==> config.mk <==
export PLATFORM = sky130hd
export DESIGN_NAME = cotc_chopper
export DESIGN_NICKNAME = d
export VERILOG_FILES = /design/src/cotc_pkg.sv /design/src/cotc_sync3.sv /design/src/cotc_target_calc.sv /design/src/cotc_chopper.sv
export SDC_FILE = /design/constraint.sdc
export NUM_CORES = 1
export LEC_CHECK = 0
export BUFFER_PORTS_ARGS = -buffer_cell sky130_fd_sc_hd__buf_2
export CAP_MARGIN = 20
export CORE_UTILIZATION = 53
export CTS_CLUSTER_DIAMETER = 200
export CTS_CLUSTER_SIZE = 24
export DETAILED_ROUTE_END_ITERATION = 10
export PLACE_DENSITY = 0.83
export SLEW_MARGIN = 25
export SYNTH_ARGS = -nofsm -noshare
export SYNTH_HDL_FRONTEND = slang
export SYNTH_SLANG_ARGS = --single-unit
==> constraint.sdc <==
create_clock -name clk -period 13.4 [get_ports clk]
set_clock_uncertainty 0.2 [all_clocks]
set_input_delay 0.67 -clock clk [delete_from_list [all_inputs] [get_ports clk]]
set_output_delay 0.67 -clock clk [all_outputs]
set_load 0.02 [all_outputs]
==> src/cotc_pkg.sv <==
/*
  cotc_pkg: register map, field positions, reset values, timing counts
  and shared types of the constant off-time chopper block.
  assumes a 100 MHz system clock and a 32-bit APB register bus.
*/
package cotc_pkg;
  ////////////////////////////////////////////////////////////////////////
  localparam int         ADDR_W      = 8;
  localparam logic [7:0] ADDR_CHOP   = 8'h00;
  localparam logic [7:0] ADDR_CURR   = 8'h04;
  localparam logic [7:0] ADDR_GSCALE = 8'h08;
  localparam logic [7:0] ADDR_STAT   = 8'h0C;

  // chopper configuration fields
  localparam int TOFF_LSB    = 0;
  localparam int FD_LSB      = 4;
  localparam int OFS_LSB     = 8;
  localparam int DISFDCC_BIT = 12;
  localparam int CHSEL_BIT   = 13;
  localparam int BLANK_LSB   = 16;
  // current configuration fields
  localparam int HOLD_LSB    = 0;
  localparam int RUN_LSB     = 8;
  // status fields
  localparam int STAT_CS_LSB = 0;
  localparam int STAT_CL_BIT = 5;
  localparam int STAT_PH_LSB = 8;

  localparam logic [31:0] CHOP_RST   = 32'h0001_2343;
  localparam logic [31:0] CURR_RST   = 32'h0000_1F10;
  localparam logic [7:0]  GSCALE_RST = 8'h00;

  ////////////////////////////////////////////////////////////////////////
  localparam logic [9:0] SLOW_UNIT  = 10'h020;
  localparam logic [9:0] SLOW_BASE  = 10'h018;
  localparam logic [9:0] FAST_UNIT  = 10'h020;
  localparam logic [9:0] BLANK_UNIT = 10'h010;

  localparam logic [3:0] SINE_OFS_ZERO = 4'h3;
  localparam logic [8:0] GS_FULL       = 9'h100;
  localparam int         TGT_LSB       = 13;

  typedef enum logic [1:0] {
    PH_IDLE = 2'b00,
    PH_ON   = 2'b01,
    PH_FAST = 2'b10,
    PH_SLOW = 2'b11
  } cotc_phase_e;

  typedef struct packed {
    logic        psel;
    logic        penable;
    logic        pwrite;
    logic [7:0]  paddr;
    logic [31:0] pwdata;
  } cotc_apb_req_s;

  typedef struct packed {
    logic on;
    logic fast;
    logic slow;
    logic polarity;
  } cotc_drive_s;
endpackage

==> src/cotc_sync3.sv <==
/*
  cotc_sync3: three-stage input synchroniser with agreement filter.
  assumes d comes from outside the clk domain.
*/
`timescale 1ns/1ps
module cotc_sync3 (
  // clock and reset
  input  wire logic clk,
  input  wire logic rst_n,
  // pin and result
  input  wire logic d,
  output logic      q
);
  logic s1;
  logic s2;
  logic s3;

  always_ff @(posedge clk) begin
    if (!rst_n) begin
      s1 <= 1'b0;
      s2 <= 1'b0;
      s3 <= 1'b0;
    end else begin
      s1 <= d;
      s2 <= s1;
      s3 <= s2;
    end
  end

  // one stage of agreement filters single-cycle glitches
  always_ff @(posedge clk) begin
    if (!rst_n) begin
      q <= 1'b0;
    end else if (s2 == s3) begin
      q <= s3;
    end
  end
endmodule

==> src/cotc_target_calc.sv <==
/*
  cotc_target_calc: coil current target from global scaler, sine value,
  current scale and sine offset.
  assumes the sine value is a signed table sample of amplitude 248.
*/
`timescale 1ns/1ps
module cotc_target_calc (
  // clock and reset
  input  wire logic              clk,
  input  wire logic              rst_n,
  // operands
  input  wire logic [7:0]        gsCode,
  input  wire logic signed [8:0] sineValue,
  input  wire logic [4:0]        csActual,
  input  wire logic [3:0]        offsetCode,
  input  wire logic              classic,
  // result
  output logic [9:0]             targetCurrent,
  output logic                   polarity
);
  logic [8:0]         mag;
  logic signed [4:0]  ofs;
  logic signed [10:0] sum;
  logic [9:0]         magAdj;
  logic [8:0]         gsEff;
  logic [24:0]        prod;

  assign mag    = sineValue[8] ? 9'(-sineValue) : 9'(sineValue);
  assign ofs    = classic ? ($signed({1'b0, offsetCode})
                  - $signed({1'b0, cotc_pkg::SINE_OFS_ZERO})) : 5'sd0;
  assign sum    = $signed({2'b00, mag}) + 11'(ofs);
  assign magAdj = sum[10] ? 10'h000 : sum[9:0];
  assign gsEff  = (gsCode == 8'h00) ? cotc_pkg::GS_FULL : {1'b0, gsCode};
  // gs/256 * sine/248 * (cs+1)/32, the 248 lives in the table amplitude
  assign prod   = 25'(gsEff) * 25'(magAdj) * 25'({1'b0, csActual} + 6'h01);

  always_ff @(posedge clk) begin
    if (!rst_n) begin
      targetCurrent <= 10'h000;
      polarity      <= 1'b0;
    end else begin
      targetCurrent <= prod[cotc_pkg::TGT_LSB +: 10];
      polarity      <= sineValue[8];
    end
  end
endmodule

==> src/cotc_chopper.sv <==
/*
  cotc_chopper: constant off-time chopper for one coil with APB registers
  and current scale selection.
  assumes comparator pins are asynchronous and the mode inputs
  (standstill, load speed fullstep, adaptive current) come from logic on clk.
*/
`timescale 1ns/1ps
// Function
// - an on phase is followed by a configured-length fast decay unless that length is zero
// - on phase ends when the current comparator reports target reached
// - load-dependent speed fullstepping forces the classic chopper
// - fast decay length zero means slow decay only, else sets duration
// - sine offset equals field value minus three
// - comparator may end fast decay early unless disable bit is set
// - global scaler zero counts as 256, else steps of 1/256
// - software sets an 8-bit global current scaler
// - 5-bit current scale from run, hold or adaptive control
// - applied current scale readable in a read-only status field
// - target is scaler/256 times sine/248 times (scale+1)/32
// - comparator ignored during blanking in on and fast decay
// - run and hold settings scale current in 1/32 steps up to 32/32
module cotc_chopper #(
  parameter int CNT_W = 10
) (
  // clock and reset
  input  wire logic                  clk,
  input  wire logic                  rst_n,
  // apb slave
  input  wire cotc_pkg::cotc_apb_req_s apbReq,
  output logic [31:0]                prdata,
  output logic                       pready,
  output logic                       pslverr,
  // motion side inputs
  input  wire logic signed [8:0]     sineValue,
  input  wire logic                  standstill,
  input  wire logic                  loadSpeedFull,
  input  wire logic                  coolEnable,
  input  wire logic [4:0]            coolScale,
  // comparator pins
  input  wire logic                  currentReachedPin,
  input  wire logic                  negCurrentPin,
  // bridge and current outputs
  output cotc_pkg::cotc_drive_s      drive,
  output logic [9:0]                 targetCurrent,
  output logic [4:0]                 csActual
);
  ////////////////////////////////////////////////////////////////////////
  if (CNT_W < 10) begin : g_chk
    $error("CNT_W too small for longest phase");
  end

  logic [31:0]           chopCfg_r;
  logic [31:0]           currCfg_r;
  logic [7:0]            gScale_r;
  logic                  setupPh;
  logic                  accessWr;
  logic                  mapped;
  logic [31:0]           rdMux;
  logic [3:0]            toff;
  logic [3:0]            fdLen;
  logic [3:0]            ofsCode;
  logic                  disfdcc;
  logic                  chSel;
  logic [1:0]            blank;
  logic [4:0]            runScale;
  logic [4:0]            holdScale;
  logic                  classicActive;
  logic                  compReached;
  logic                  negExceeded;
  cotc_pkg::cotc_phase_e phase_r;
  cotc_pkg::cotc_phase_e phase_nxt;
  logic [CNT_W-1:0]      cnt_r;
  logic [CNT_W-1:0]      blankLen;
  logic [CNT_W-1:0]      fastLen;
  logic [CNT_W-1:0]      slowLen;
  logic                  blankDone;
  logic                  polarity;
  logic [4:0]            csSel;

  ////////////////////////////////////////////////////////////////////////
  // apb slave, zero wait states
  assign setupPh  = apbReq.psel & ~apbReq.penable;
  assign accessWr = apbReq.psel & apbReq.penable & apbReq.pwrite;
  assign mapped   = (apbReq.paddr == cotc_pkg::ADDR_CHOP)
                  | (apbReq.paddr == cotc_pkg::ADDR_CURR)
                  | (apbReq.paddr == cotc_pkg::ADDR_GSCALE)
                  | (apbReq.paddr == cotc_pkg::ADDR_STAT);
  assign pready   = 1'b1;
  assign pslverr  = apbReq.psel & apbReq.penable & ~mapped;

  always_ff @(posedge clk) begin
    if (!rst_n) begin
      chopCfg_r <= cotc_pkg::CHOP_RST;
      currCfg_r <= cotc_pkg::CURR_RST;
      gScale_r  <= cotc_pkg::GSCALE_RST;
    end else if (accessWr) begin
      case (apbReq.paddr)
        cotc_pkg::ADDR_CHOP: begin
          chopCfg_r <= apbReq.pwdata & 32'h0003_3FFF;
        end
        cotc_pkg::ADDR_CURR: begin
          currCfg_r <= apbReq.pwdata & 32'h0000_1F1F;
        end
        cotc_pkg::ADDR_GSCALE: begin
          gScale_r <= apbReq.pwdata[7:0];
        end
        default: begin
        end
      endcase
    end
  end

  always_comb begin
    rdMux = 32'h0000_0000;
    case (apbReq.paddr)
      cotc_pkg::ADDR_CHOP: begin
        rdMux = chopCfg_r;
      end
      cotc_pkg::ADDR_CURR: begin
        rdMux = currCfg_r;
      end
      cotc_pkg::ADDR_GSCALE: begin
        rdMux = {24'h00_0000, gScale_r};
      end
      cotc_pkg::ADDR_STAT: begin
        rdMux[cotc_pkg::STAT_CS_LSB +: 5] = csActual;
        rdMux[cotc_pkg::STAT_CL_BIT]      = classicActive;
        rdMux[cotc_pkg::STAT_PH_LSB +: 2] = phase_r;
      end
      default: begin
        rdMux = 32'h0000_0000;
      end
    endcase
  end

  // read data latched in setup so it stands through the access phase
  always_ff @(posedge clk) begin
    if (!rst_n) begin
      prdata <= 32'h0000_0000;
    end else if (setupPh & ~apbReq.pwrite) begin
      prdata <= rdMux;
    end
  end

  ////////////////////////////////////////////////////////////////////////
  // configuration fields
  assign toff      = chopCfg_r[cotc_pkg::TOFF_LSB +: 4];
  assign fdLen     = chopCfg_r[cotc_pkg::FD_LSB +: 4];
  assign ofsCode   = chopCfg_r[cotc_pkg::OFS_LSB +: 4];
  assign disfdcc   = chopCfg_r[cotc_pkg::DISFDCC_BIT];
  assign chSel     = chopCfg_r[cotc_pkg::CHSEL_BIT];
  assign blank     = chopCfg_r[cotc_pkg::BLANK_LSB +: 2];
  assign runScale  = currCfg_r[cotc_pkg::RUN_LSB +: 5];
  assign holdScale = currCfg_r[cotc_pkg::HOLD_LSB +: 5];

  assign classicActive = chSel | loadSpeedFull;

  // scale code n means (n+1)/32, so 31 is full current
  always_comb begin
    csSel = runScale;
    if (standstill) begin
      csSel = holdScale;
    end else if (coolEnable && (coolScale < runScale)) begin
      csSel = coolScale;
    end
  end

  always_ff @(posedge clk) begin
    if (!rst_n) begin
      csActual <= 5'h00;
    end else begin
      csActual <= csSel;
    end
  end

  ////////////////////////////////////////////////////////////////////////
  cotc_sync3 u_syncReached (
    .clk   (clk),
    .rst_n (rst_n),
    .d     (currentReachedPin),
    .q     (compReached)
  );

  cotc_sync3 u_syncNeg (
    .clk   (clk),
    .rst_n (rst_n),
    .d     (negCurrentPin),
    .q     (negExceeded)
  );

  cotc_target_calc u_calc (
    .clk           (clk),
    .rst_n         (rst_n),
    .gsCode        (gScale_r),
    .sineValue     (sineValue),
    .csActual      (csActual),
    .offsetCode    (ofsCode),
    .classic       (classicActive),
    .targetCurrent (targetCurrent),
    .polarity      (polarity)
  );

  ////////////////////////////////////////////////////////////////////////
  // phase lengths; a zero off time disables the bridge
  assign blankLen  = CNT_W'(({8'h00, blank} + 10'h001) * cotc_pkg::BLANK_UNIT);
  assign fastLen   = CNT_W'(10'(fdLen) * cotc_pkg::FAST_UNIT);
  assign slowLen   = CNT_W'(10'(toff) * cotc_pkg::SLOW_UNIT + cotc_pkg::SLOW_BASE);
  assign blankDone = (cnt_r >= blankLen);

  always_comb begin
    phase_nxt = phase_r;
    if (!classicActive || (toff == 4'h0)) begin
      phase_nxt = cotc_pkg::PH_IDLE;
    end else begin
      case (phase_r)
        cotc_pkg::PH_IDLE: begin
          phase_nxt = cotc_pkg::PH_ON;
        end
        cotc_pkg::PH_ON: begin
          if (blankDone && compReached) begin
            phase_nxt = (fdLen == 4'h0) ? cotc_pkg::PH_SLOW
                                        : cotc_pkg::PH_FAST;
          end
        end
        cotc_pkg::PH_FAST: begin
          if (cnt_r == fastLen - 1'b1) begin
            phase_nxt = cotc_pkg::PH_SLOW;
          end else if (!disfdcc && blankDone && negExceeded) begin
            phase_nxt = cotc_pkg::PH_SLOW;
          end
        end
        cotc_pkg::PH_SLOW: begin
          if (cnt_r == slowLen - 1'b1) begin
            phase_nxt = cotc_pkg::PH_ON;
          end
        end
        default: begin
          phase_nxt = cotc_pkg::PH_IDLE;
        end
      endcase
    end
  end

  always_ff @(posedge clk) begin
    if (!rst_n) begin
      phase_r <= cotc_pkg::PH_IDLE;
    end else begin
      phase_r <= phase_nxt;
    end
  end

  // counter saturates so a stuck comparator cannot wrap the blanking check
  always_ff @(posedge clk) begin
    if (!rst_n) begin
      cnt_r <= '0;
    end else if (phase_nxt != phase_r) begin
      cnt_r <= '0;
    end else if (cnt_r != {CNT_W{1'b1}}) begin
      cnt_r <= cnt_r + 1'b1;
    end
  end

  always_ff @(posedge clk) begin
    if (!rst_n) begin
      drive <= '0;
    end else begin
      drive.on       <= (phase_nxt == cotc_pkg::PH_ON);
      drive.fast     <= (phase_nxt == cotc_pkg::PH_FAST);
      drive.slow     <= (phase_nxt == cotc_pkg::PH_SLOW);
      drive.polarity <= polarity;
    end
  end
endmodule

# Word level (Yosys, flattened, before mapping)
# Index checks and enable logic that the tools add are counted.
# classes
eq_ne	15
shift	0
n_bitwise	13
div	0
muxes	17
addsub	9
n_mul	2
magnitude_cmp	2
reduce_logical	16
# op_table
op	n
19-bit by 25-bit multiplier with 23-bit output	1
6-bit one-hot mux with 4 select lines	1
10-bit equality test	2
9-bit by 10-bit multiplier with 19-bit output	1
9-bit two-way mux	2
8-bit by 4-bit equality test with 1-bit output (second input constant)	2
8-bit zero test	2
8-bit one-hot mux with 2 select lines	1
5-bit two-way mux	3
10-bit by 5-bit adder with 11-bit output	1
10-bit by 1-bit adder with 10-bit output (second input constant)	1
9-bit by 5-bit adder with 10-bit output (second input constant)	1
10-bit by 7-bit >= comparator with 1-bit output	1
10-bit two-way mux	1
2-bit two-way mux	5
10-bit inequality test (second input constant)	1
10-bit by 1-bit subtractor with 10-bit output (second input constant)	1
9-bit by 1-bit subtractor with 10-bit output (second input constant)	1
9-bit negator	1
2-bit equality test (second input constant)	4
8-bit by 3-bit equality test with 1-bit output (second input constant)	1
4-bit zero test	2
2-bit one-hot mux with 4 select lines	1
5-bit by 1-bit adder with 6-bit output (second input constant)	1
18 further kinds	36
# totals
latch_bits	0
mem_count	0
regBits	106
mem_bits_ro	0
out_inout_bits	53
in_bits	64
elab_cells	95
mem_bits_rw	0

# Longest topological paths before layout
# Gate-level depths: netlist of run 1.
# depth
word_depth	10
depth_mapped	46

# By module
# A second synthesis of run 1 with hierarchy kept.
# unflattened
hier_cells	1280
area_unflattened_um2	10765.3
# by_module_without_submodules
mod	seq_area_each_um2	n_inst	cells_per_inst	area_each_um2
cotc_target_calc	220.2	1	852	6939.2
cotc_chopper	1421.4	1	408	3593.4
cotc_sync3	80.1	2	10	116.4

# Worst setup path before layout of run 1
# Ideal clock, no wire load.
# synth_path
path_type	in2reg
startpoint	input port sineValue[1]
endpoint	register u_calc.targetCurrent[9]
arrival_ns	10.666
required_time_ns	13.085
cell_stages	43
setup_slack_ns	2.419
setup_ns	0.115
path_cell_list	inv_1 -> ha_1 -> nand2_1 -> or3_1 -> or4b_2 -> ha_1 -> a21oi_1 -> o22ai_1 -> nor3_1 -> clkbuf_1 -> clkbuf_1 -> nand3_1 -> fa_1 -> fa_1 -> inv_1 -> fa_1 -> inv_1 -> fa_1 -> [... 7 more ...] -> a21o_1 -> a21oi_1 -> xor2_1 -> nor2_1 -> fa_1 -> fa_1 -> inv_1 -> fa_1 -> inv_1 -> ha_1 -> and3_1 -> nand4_1 -> or4_1 -> nand3_2 -> a221o_1 -> a31oi_4 -> xnor3_1 -> and2_1
# synth_between
elab_chain_cells	6
# synth_lines
item	line	rtl
start, declared	cotc_chopper.sv:34	input wire logic signed [8:0] sineValue,
9-bit negator	cotc_target_calc.sv:28	assign mag = sineValue[8] ? 9'(-sineValue) : 9'(sineValue);
9-bit two-way mux (*)	cotc_target_calc.sv:28	
10-bit by 5-bit adder with 11-bit output (*)	cotc_target_calc.sv:31	assign sum = $signed({2'b00, mag}) + 11'(ofs);
10-bit two-way mux (*)	cotc_target_calc.sv:32	assign magAdj = sum[10] ? 10'h000 : sum[9:0];
9-bit by 10-bit multiplier with 19-bit output (*)	cotc_target_calc.sv:35	assign prod = 25'(gsEff) * 25'(magAdj) * 25'({1'b0, csActual} + 6'h01);
19-bit by 25-bit multiplier with 23-bit output (*)	cotc_target_calc.sv:35	
end signal, assigned	cotc_target_calc.sv:42	targetCurrent <= prod[cotc_pkg::TGT_LSB +: 10];
end, declared	cotc_target_calc.sv:18	output logic [9:0] targetCurrent,
# Mark *: on every way between the ends. The rest lies on a longest branch, timed or not.
# A chain may end at the register's enable or synchronous reset.

# Final worst setup path of run 1
# layout_path
startpoint	input port sineValue[0]
endpoint	register u_calc.targetCurrent[9]
# The elaborated chain is that of the path after synthesis.

==> summary.log, run 1 <==
[worst_setup_path] beginning of the critical path sineValue[0]
[worst_setup_path] master of the slowest instance on the critical path or4b_2
[power_and_ir_drop] cell leakage power 5.71 nW
[power_and_ir_drop] Pwr Density 67.5 nW/um^2
[timing] Max Freq 0.0826 GHz
[floorplanning] area of the die 20600 um^2
[power_and_ir_drop] sum of internal, switching and leakage power 0.000773 W
[clock_network] sink count of the clock tree 90
[cells_and_area] Post-Route Utilization 0.586
[floorplanning] Starting Density 0.544
[global_route] first-pass GRT wire length 42.1 mm
[worst_setup_path] Crit path required time 13.44 ns
[clock_network] total CTS buffers 9
[yosys] leading register cell type out of synthesis dfxtp_1
[yosys] number of library cell types mapped by synthesis 69
[cells_and_area] share of layout cells above drive strength 1 0.0958
[global_route] residual overflow from global routing 0
[global_route] maximum number of pins on one net before global-route repair 60
[power_and_ir_drop] switching share of total power 0.343
[power_and_ir_drop] Clk network pwr share 0.341
[timing] worst slew margin relative to its limit 0.357
[route] Routed Wire Length 25.2 mm
[worst_setup_path] Critical Path Start Type input pin
[yosys] warning count from the yosys run 0
[timing] setup repair after global routing missed its margin false
[timing] max-slew violation count 0
[timing] period utilization 0.903
[route] Detail Route Antenna Nets 0
[floorplanning] number of placement rows 51
[timing] Final TNS setup 0 ns
[clock_network] Skew-Pair Late Insertion Delay 0.34 ns
[place] global placer's final weighted congestion 0.897
[route] drt first pass iters 7
[clock_network] worst-case clock buffer depth 2
[place] Post-DP Area 11100 um^2
[yosys] Post-Syn Instances 1277
[cells_and_area] leading cell type in the layout, fill and taps excluded inv_1
[worst_hold_path] Tightest Hold Check Type reg2reg
[global_route] antenna violations before repair 0
[yosys] area share of the leading cell type in the synthesized netlist 0.236
[route] vias per cell 5.66
[global_route] vias in the first global route 8925
[cells_and_area] fin cells 1591
[cells_and_area] Diodes inserted 0
[yosys] cell taking the most area after synthesis fa_1
[route] count of vias placed by the detailed router 9006
[worst_setup_path] Max Fanout on Critical Path 59
[yosys] Seq/Total Area, Yosys 0.170
[clock_network] level count of the clock H-tree 3
[clock_network] clock-pin slew on the worst setup and hold paths 0.07 ns
[job] max-capacitance violation count 0
[worst_setup_path] Worst Path Class, Setup in2reg
[timing] Hold Fails Final Rpt 0
[cells_and_area] post-route standard cell area excluding fillers 11400 um^2
[power_and_ir_drop] switching pwr 0.000265 W
[floorplanning] height of the chip 144 um
[worst_setup_path] launching point of the worst reg2reg path chopCfg_r[8]
[power_and_ir_drop] proportion of power drawn by flip-flops and latches 0.367
[worst_setup_path] Critical Path Sink u_calc.targetCurrent[9]
[global_route] GRT Overall Usage 0.258
[place] Post-DP HPWL 19.6 mm
[yosys] largest cells by area after synthesis fa_1 24%, dfxtp_1 17%, ha_1 10%, inv_1 6.3%, nand2_1 5.3%
[clock_network] quantity of hold-fixing buffers added after cts 0
[route] post-DR wirelength/cell 15.8 um
[worst_setup_path] sort of element at the end of the critical path flop
[worst_setup_path] Worst Path Arrival 12.14 ns
[route] iteration-0 DRC count of the detailed router 603
[timing] final period demand of the worst path 12.10 ns
[yosys] async set-reset flop share out of synthesis 0
[worst_setup_path] max incr delay on CP 0.66 ns
[yosys] synthesized area divided by synthesized cell count 8.32 um^2
[place] Placed Instances 1576
[yosys] number of flops mapped to enable cells by yosys 0
[cells_and_area] most used cells in the layout excluding fill and tap cells 178 x inv_1, 149 x nand2_1, 125 x fa_1
[worst_setup_path] FF-to-FF End u_calc.targetCurrent[9]
[power_and_ir_drop] Internal Pwr Total 0.000508 W
[yosys] number of register bits inferred by synthesis 90
[clock_network] count of cells resized by post-cts repair 0
[worst_setup_path] reg2reg path depth 38
[yosys] post-synthesis instance area 10600 um^2
[cells_and_area] fill cell instance count of the final layout 1695
[power_and_ir_drop] highest ir drop seen on vdd 0.0000936 V
[floorplanning] floorplan die width 144 um
[place] input/output buffers 83
[clock_network] Post CTS Setup Buffer Count 0
[floorplanning] num ports 117
[timing] endpoints failing setup 0
[timing] pin slew with the least headroom to its limit 0.957 ns
[clock_network] clk root buf clkbuf_16
[power_and_ir_drop] combinational share of power 0.292
[status] run status finished, final reports clean
[route] DRC errors left 0
[floorplanning] CORE AREA 19500 um^2
[worst_setup_path] Reg2Reg Setup Slack 1.64 ns
[cells_and_area] fin nets 1600
[clock_network] CTS tree built
[cells_and_area] layout overhead on the synthesized area 7.73%
## final cells by class
| type | instances | area [um^2] | share of cell area |
|---|---|---|---|
| multi-input combinational | 955 | 7900 | 0.690 |
| sequential | 90 | 1800 | 0.157 |
| inverter | 180 | 676 | 0.0591 |
| timing repair buffer | 86 | 438 | 0.0383 |
| tap | 265 | 332 | 0.0290 |
| clock buffer | 9 | 225 | 0.0197 |
| clock inverter | 6 | 73.8 | 0.00645 |
## cells by family (layout without fill, tap and decap cells)
group,count (synthesis),in the layout,share of synthesized area
buffers and inverters,247,281,0.0934
XOR/XNOR,61,61,0.0516
adder cells (fa/ha/maj),214,214,0.340
multiplexers,27,27,0.0317
AND/OR/NAND/NOR,487,487,0.224
other,2,17,0.000707
flip-flops,90,90,0.170
AO/OA/AOI/OAI,149,149,0.0882
## Yosys cell counts, types with 8 or more instances
| cell type | instances |
|---|---|
| o21ai_0 | 24 |
| ha_1 | 89 |
| nor4_1 | 8 |
| xor2_1 | 30 |
| nand2_1 | 149 |
| and3_1 | 60 |
| a21o_1 | 12 |
| mux2i_1 | 19 |
| a21oi_1 | 59 |
| a22oi_1 | 8 |
| nor3_1 | 11 |
| buf_4 | 17 |
| o211ai_1 | 8 |
| and2_1 | 37 |
| nand2b_1 | 12 |
| xnor2_1 | 30 |
| inv_1 | 178 |
| nand3_1 | 36 |
| nor2_1 | 123 |
| clkbuf_1 | 47 |
| fa_1 | 125 |
| nand4_1 | 8 |
| dfxtp_1 | 90 |
## power groups by stage
| stage | registers [W] | clock network (W) | logic (W) |
|---|---|---|---|
| 3_3_place_gp | 0.000289 | 0 | 0.000214 |
| 6_report | 0.000284 | 0.000263 | 0.000226 |
| 2_1_floorplan | 0.000299 | 0 | 0.000158 |
| 4_1_cts | 0.000283 | 0.000264 | 0.000224 |
| 5_1_grt | 0.000284 | 0.000275 | 0.000254 |
| 3_5_place_dp | 0.000290 | 0 | 0.000222 |
## how the worst min path moves through the flow
| stage | to | depth (start not counted) | slack, ns | startpoint |
|---|---|---|---|---|
| after global routing | u_syncNeg.s2 | 1 | 0.25 | u_syncNeg.s1 |
| after detailed placement | u_syncNeg.s2 | 1 | 0.23 | u_syncNeg.s1 |
| after CTS | u_syncReached.s2 | 1 | 0.25 | u_syncReached.s1 |
| final | u_syncNeg.s2 | 1 | 0.24 | u_syncNeg.s1 |
| after global placement | u_syncNeg.s2 | 1 | 0.22 | u_syncNeg.s1 |
| after floorplan | drive[0] | 1 | 0.21 | u_calc.polarity |
## critical path, delay by kind of cell
kind	cells	cell delay (ns)
AO/OA/AOI/OAI	6	1.17
AND/OR/NAND/NOR	15	3.64
adder cells (fa/ha/maj)	11	4.86
buffers and inverters	9	0.96
XOR/XNOR	2	0.79
## flip-flops by register name, indices dropped and copies added (netlist names), 2 cells and up
signal / flops
chopCfg_r: 16
cnt_r: 10
csActual: 5
currCfg_r: 10
drive: 4
gScale_r: 8
phase_r: 2
prdata: 16
u_calc.targetCurrent: 10
## per-layer routing
| metal | track usage | routed length, um | vias to the layer above |
|---|---|---|---|
| li1 | - | - | 4205 |
| met1 | 0.332 | 10400 | 4359 |
| met2 | 0.434 | 12100 | 375 |
| met3 | 0.0380 | 1960 | 67 |
| met4 | 0.108 | 813 | 0 |
| met5 | 0 | 0 | - |
## metrics by stage
| stage | hold slack, ns | setup WS [ns] |
|---|---|---|
| global placement | 0.215 | 1.31 |
| finish | 0.241 | 1.30 |
| detailed placement | 0.225 | 1.09 |
| floorplan | 0.212 | 2.42 |
| CTS | 0.246 | 1.42 |
| global route | 0.255 | 0.598 |
Power figures use the tool's default switching activity.
==> inputs of run 2 (changes only) <==
PLACE_DENSITY = 0.74   (was 0.83)
==> summary.log, run 2 (synthesis gave the netlist of run 1 again) <==
[status] run status finished, final reports clean [unchanged]
[floorplanning] floorplan die width 144 um [unchanged]
[global_route] residual overflow from global routing 0 [unchanged]
[cells_and_area] most used cells in the layout excluding fill and tap cells 178 x inv_1, 149 x nand2_1, 125 x fa_1 [unchanged]
[clock_network] CTS tree built [unchanged]
[cells_and_area] leading cell type in the layout, fill and taps excluded inv_1 [unchanged]
[clock_network] sink count of the clock tree 90 [unchanged]
[worst_hold_path] Tightest Hold Check Type reg2reg [unchanged]
[route] vias per cell 5.51 [was 5.66]
[global_route] GRT Overall Usage 0.257 [was 0.258]
[worst_setup_path] sort of element at the end of the critical path flop [unchanged]
[floorplanning] Starting Density 0.544 [unchanged]
[global_route] vias in the first global route 8568 [was 8925]
[worst_setup_path] Max Fanout on Critical Path 11 [was 59]
[floorplanning] num ports 117 [unchanged]
[worst_setup_path] reg2reg path depth 40 [was 38]
[power_and_ir_drop] Pwr Density 66.9 nW/um^2 [was 67.5 nW/um^2]
[route] DRC errors left 0 [unchanged]
[clock_network] clk root buf clkbuf_16 [unchanged]
[clock_network] Post CTS Setup Buffer Count 0 [unchanged]
[timing] period utilization 0.898 [was 0.903]
[place] input/output buffers 83 [unchanged]
[power_and_ir_drop] cell leakage power 5.72 nW [was 5.71 nW]
[clock_network] level count of the clock H-tree 3 [unchanged]
[floorplanning] CORE AREA 19500 um^2 [unchanged]
[timing] Max Freq 0.0831 GHz [was 0.0826 GHz]
[clock_network] clock-pin slew on the worst setup and hold paths 0.07 ns [about the same]
[place] Placed Instances 1575 [was 1576]
[worst_setup_path] Worst Path Class, Setup in2reg [unchanged]
[route] Routed Wire Length 24.9 mm [was 25.2 mm]
[worst_setup_path] Reg2Reg Setup Slack 1.79 ns [was 1.64 ns]
[worst_setup_path] Crit path required time 13.45 ns [was 13.44 ns]
[global_route] maximum number of pins on one net before global-route repair 58 [was 60]
[clock_network] count of cells resized by post-cts repair 0 [unchanged]
[worst_setup_path] Worst Path Arrival 12.08 ns [was 12.14 ns]
[cells_and_area] fin nets 1599 [was 1600]
[cells_and_area] fin cells 1591 [unchanged]
[worst_hold_path] destination of the worst hold path drive[0] [was u_syncNeg.s2]
[timing] setup repair after global routing missed its margin false [unchanged]
[route] drt first pass iters 5 [was 7]
[global_route] first-pass GRT wire length 41.9 mm [was 42.1 mm]
[floorplanning] number of placement rows 51 [unchanged]
[timing] max-slew violation count 0 [unchanged]
[worst_setup_path] launching point of the worst reg2reg path chopCfg_r[13] [was chopCfg_r[8]]
[worst_setup_path] master of the slowest instance on the critical path or4b_2 [unchanged]
[route] count of vias placed by the detailed router 8770 [was 9006]
[cells_and_area] share of layout cells above drive strength 1 0.0958 [unchanged]
[route] iteration-0 DRC count of the detailed router 552 [was 603]
[timing] worst slew margin relative to its limit 0.335 [was 0.357]
[worst_hold_path] worst hold path startpoint u_calc.polarity [was u_syncNeg.s1]
[job] max-capacitance violation count 0 [unchanged]
[worst_setup_path] Critical Path Start Type input pin [unchanged]
[timing] endpoints failing setup 0 [unchanged]
[floorplanning] height of the chip 144 um [unchanged]
[cells_and_area] Top Registers chopCfg_r: 16 flops, prdata: 16 flops [unchanged]
[floorplanning] area of the die 20600 um^2 [unchanged]
[timing] Final TNS setup 0 ns [unchanged]
[global_route] antenna violations before repair 0 [unchanged]
[worst_hold_path] cell count of the worst hold path 1 [unchanged]
[route] Detail Route Antenna Nets 0 [unchanged]
[clock_network] worst-case clock buffer depth 2 [unchanged]
[power_and_ir_drop] highest ir drop seen on vdd 0.0000878 V [was 0.0000936 V]
[clock_network] quantity of hold-fixing buffers added after cts 0 [unchanged]
[timing] final period demand of the worst path 12.04 ns [was 12.10 ns]
[timing] Hold Fails Final Rpt 0 [unchanged]
[worst_setup_path] max incr delay on CP 0.64 ns [was 0.66 ns]
[clock_network] total CTS buffers 9 [unchanged]
[route] post-DR wirelength/cell 15.6 um [was 15.8 um]
[place] Post-DP HPWL 19.8 mm [was 19.6 mm]
[cells_and_area] Diodes inserted 0 [unchanged]
[timing] pin slew with the least headroom to its limit 0.995 ns [was 0.957 ns]
[clock_network] Skew-Pair Late Insertion Delay 0.35 ns [was 0.34 ns]
[worst_setup_path] FF-to-FF End u_calc.targetCurrent[9] [unchanged]
[place] global placer's final weighted congestion 0.863 [was 0.897]
[cells_and_area] layout overhead on the synthesized area 7.75% [was 7.73%]
-- run 2: cell count changes in the layout (fill, tap and decap cells not counted), sizes merged --
cell	delta
clkinv	+2
bufinv	-1
buf	-1
-- run 2: critical path, delay by kind of cell --
kind,cells,cell delay (ns)
and+or+nand+nor,15,3.95
xor gates and xnor gates,2,0.80
AOI/OAI and AO/OA,7,1.30
buffers and inverters,8,0.54
adders and majority gates,11,4.78
-- run 2: worst max path at each step --
stage / end / cells after the start / from / slack [ns]
after global routing: u_calc.targetCurrent[9] / 44 / sineValue[1] / 0.69
after detailed placement: u_calc.targetCurrent[9] / 43 / sineValue[0] / 0.97
after CTS: u_calc.targetCurrent[9] / 44 / sineValue[0] / 1.32
after floorplan: u_calc.targetCurrent[9] / 43 / sineValue[1] / 2.42
after global placement: u_calc.targetCurrent[9] / 44 / sineValue[0] / 1.10
final: u_calc.targetCurrent[9] / 43 / sineValue[0] / 1.36
-- run 2: per-stage QoR --
step | cell area [um^2] | hold slack (ns) | worst slack (ns) | util | power [W]
final | 11400 | 0.241 | 1.36 | 0.586 | 0.000766
after global routing | 11400 | 0.269 | 0.688 | 0.586 | 0.000809
after CTS | 11400 | 0.246 | 1.32 | 0.586 | 0.000768
after detailed placement | 11100 | 0.222 | 0.968 | 0.570 | 0.000513
after global placement | 11100 | 0.224 | 1.10 | 0.570 | 0.000506
after floorplan | 10700 | 0.212 | 2.42 | - | 0.000457
-- run 2: metal layers --
metal,up-vias,GRT usage,share of wire
met4,0,0.0789,0.021
met2,296,0.413,0.47
met1,4242,0.354,0.45
li1,4196,-,-
met3,36,0.0413,0.061
met5,-,0,0
-- run 2: area by class of cell --
type,instances,area [um^2]
Tap cell,265,332
Multi-Input combinational cell,955,7900
Clock inverter,7,71.3
Fill cell,1752,8080
Inverter,180,676
Clock buffer,9,225
Sequential cell,90,1800
Timing Repair Buffer,85,443
-- run 2: report_power, final --
part	internal [W]	total, W	switching, W
sequential	0.000278	0.000283	0.00000557
clock	0.000131	0.000258	0.000126
combinational	0.0000837	0.000225	0.000141
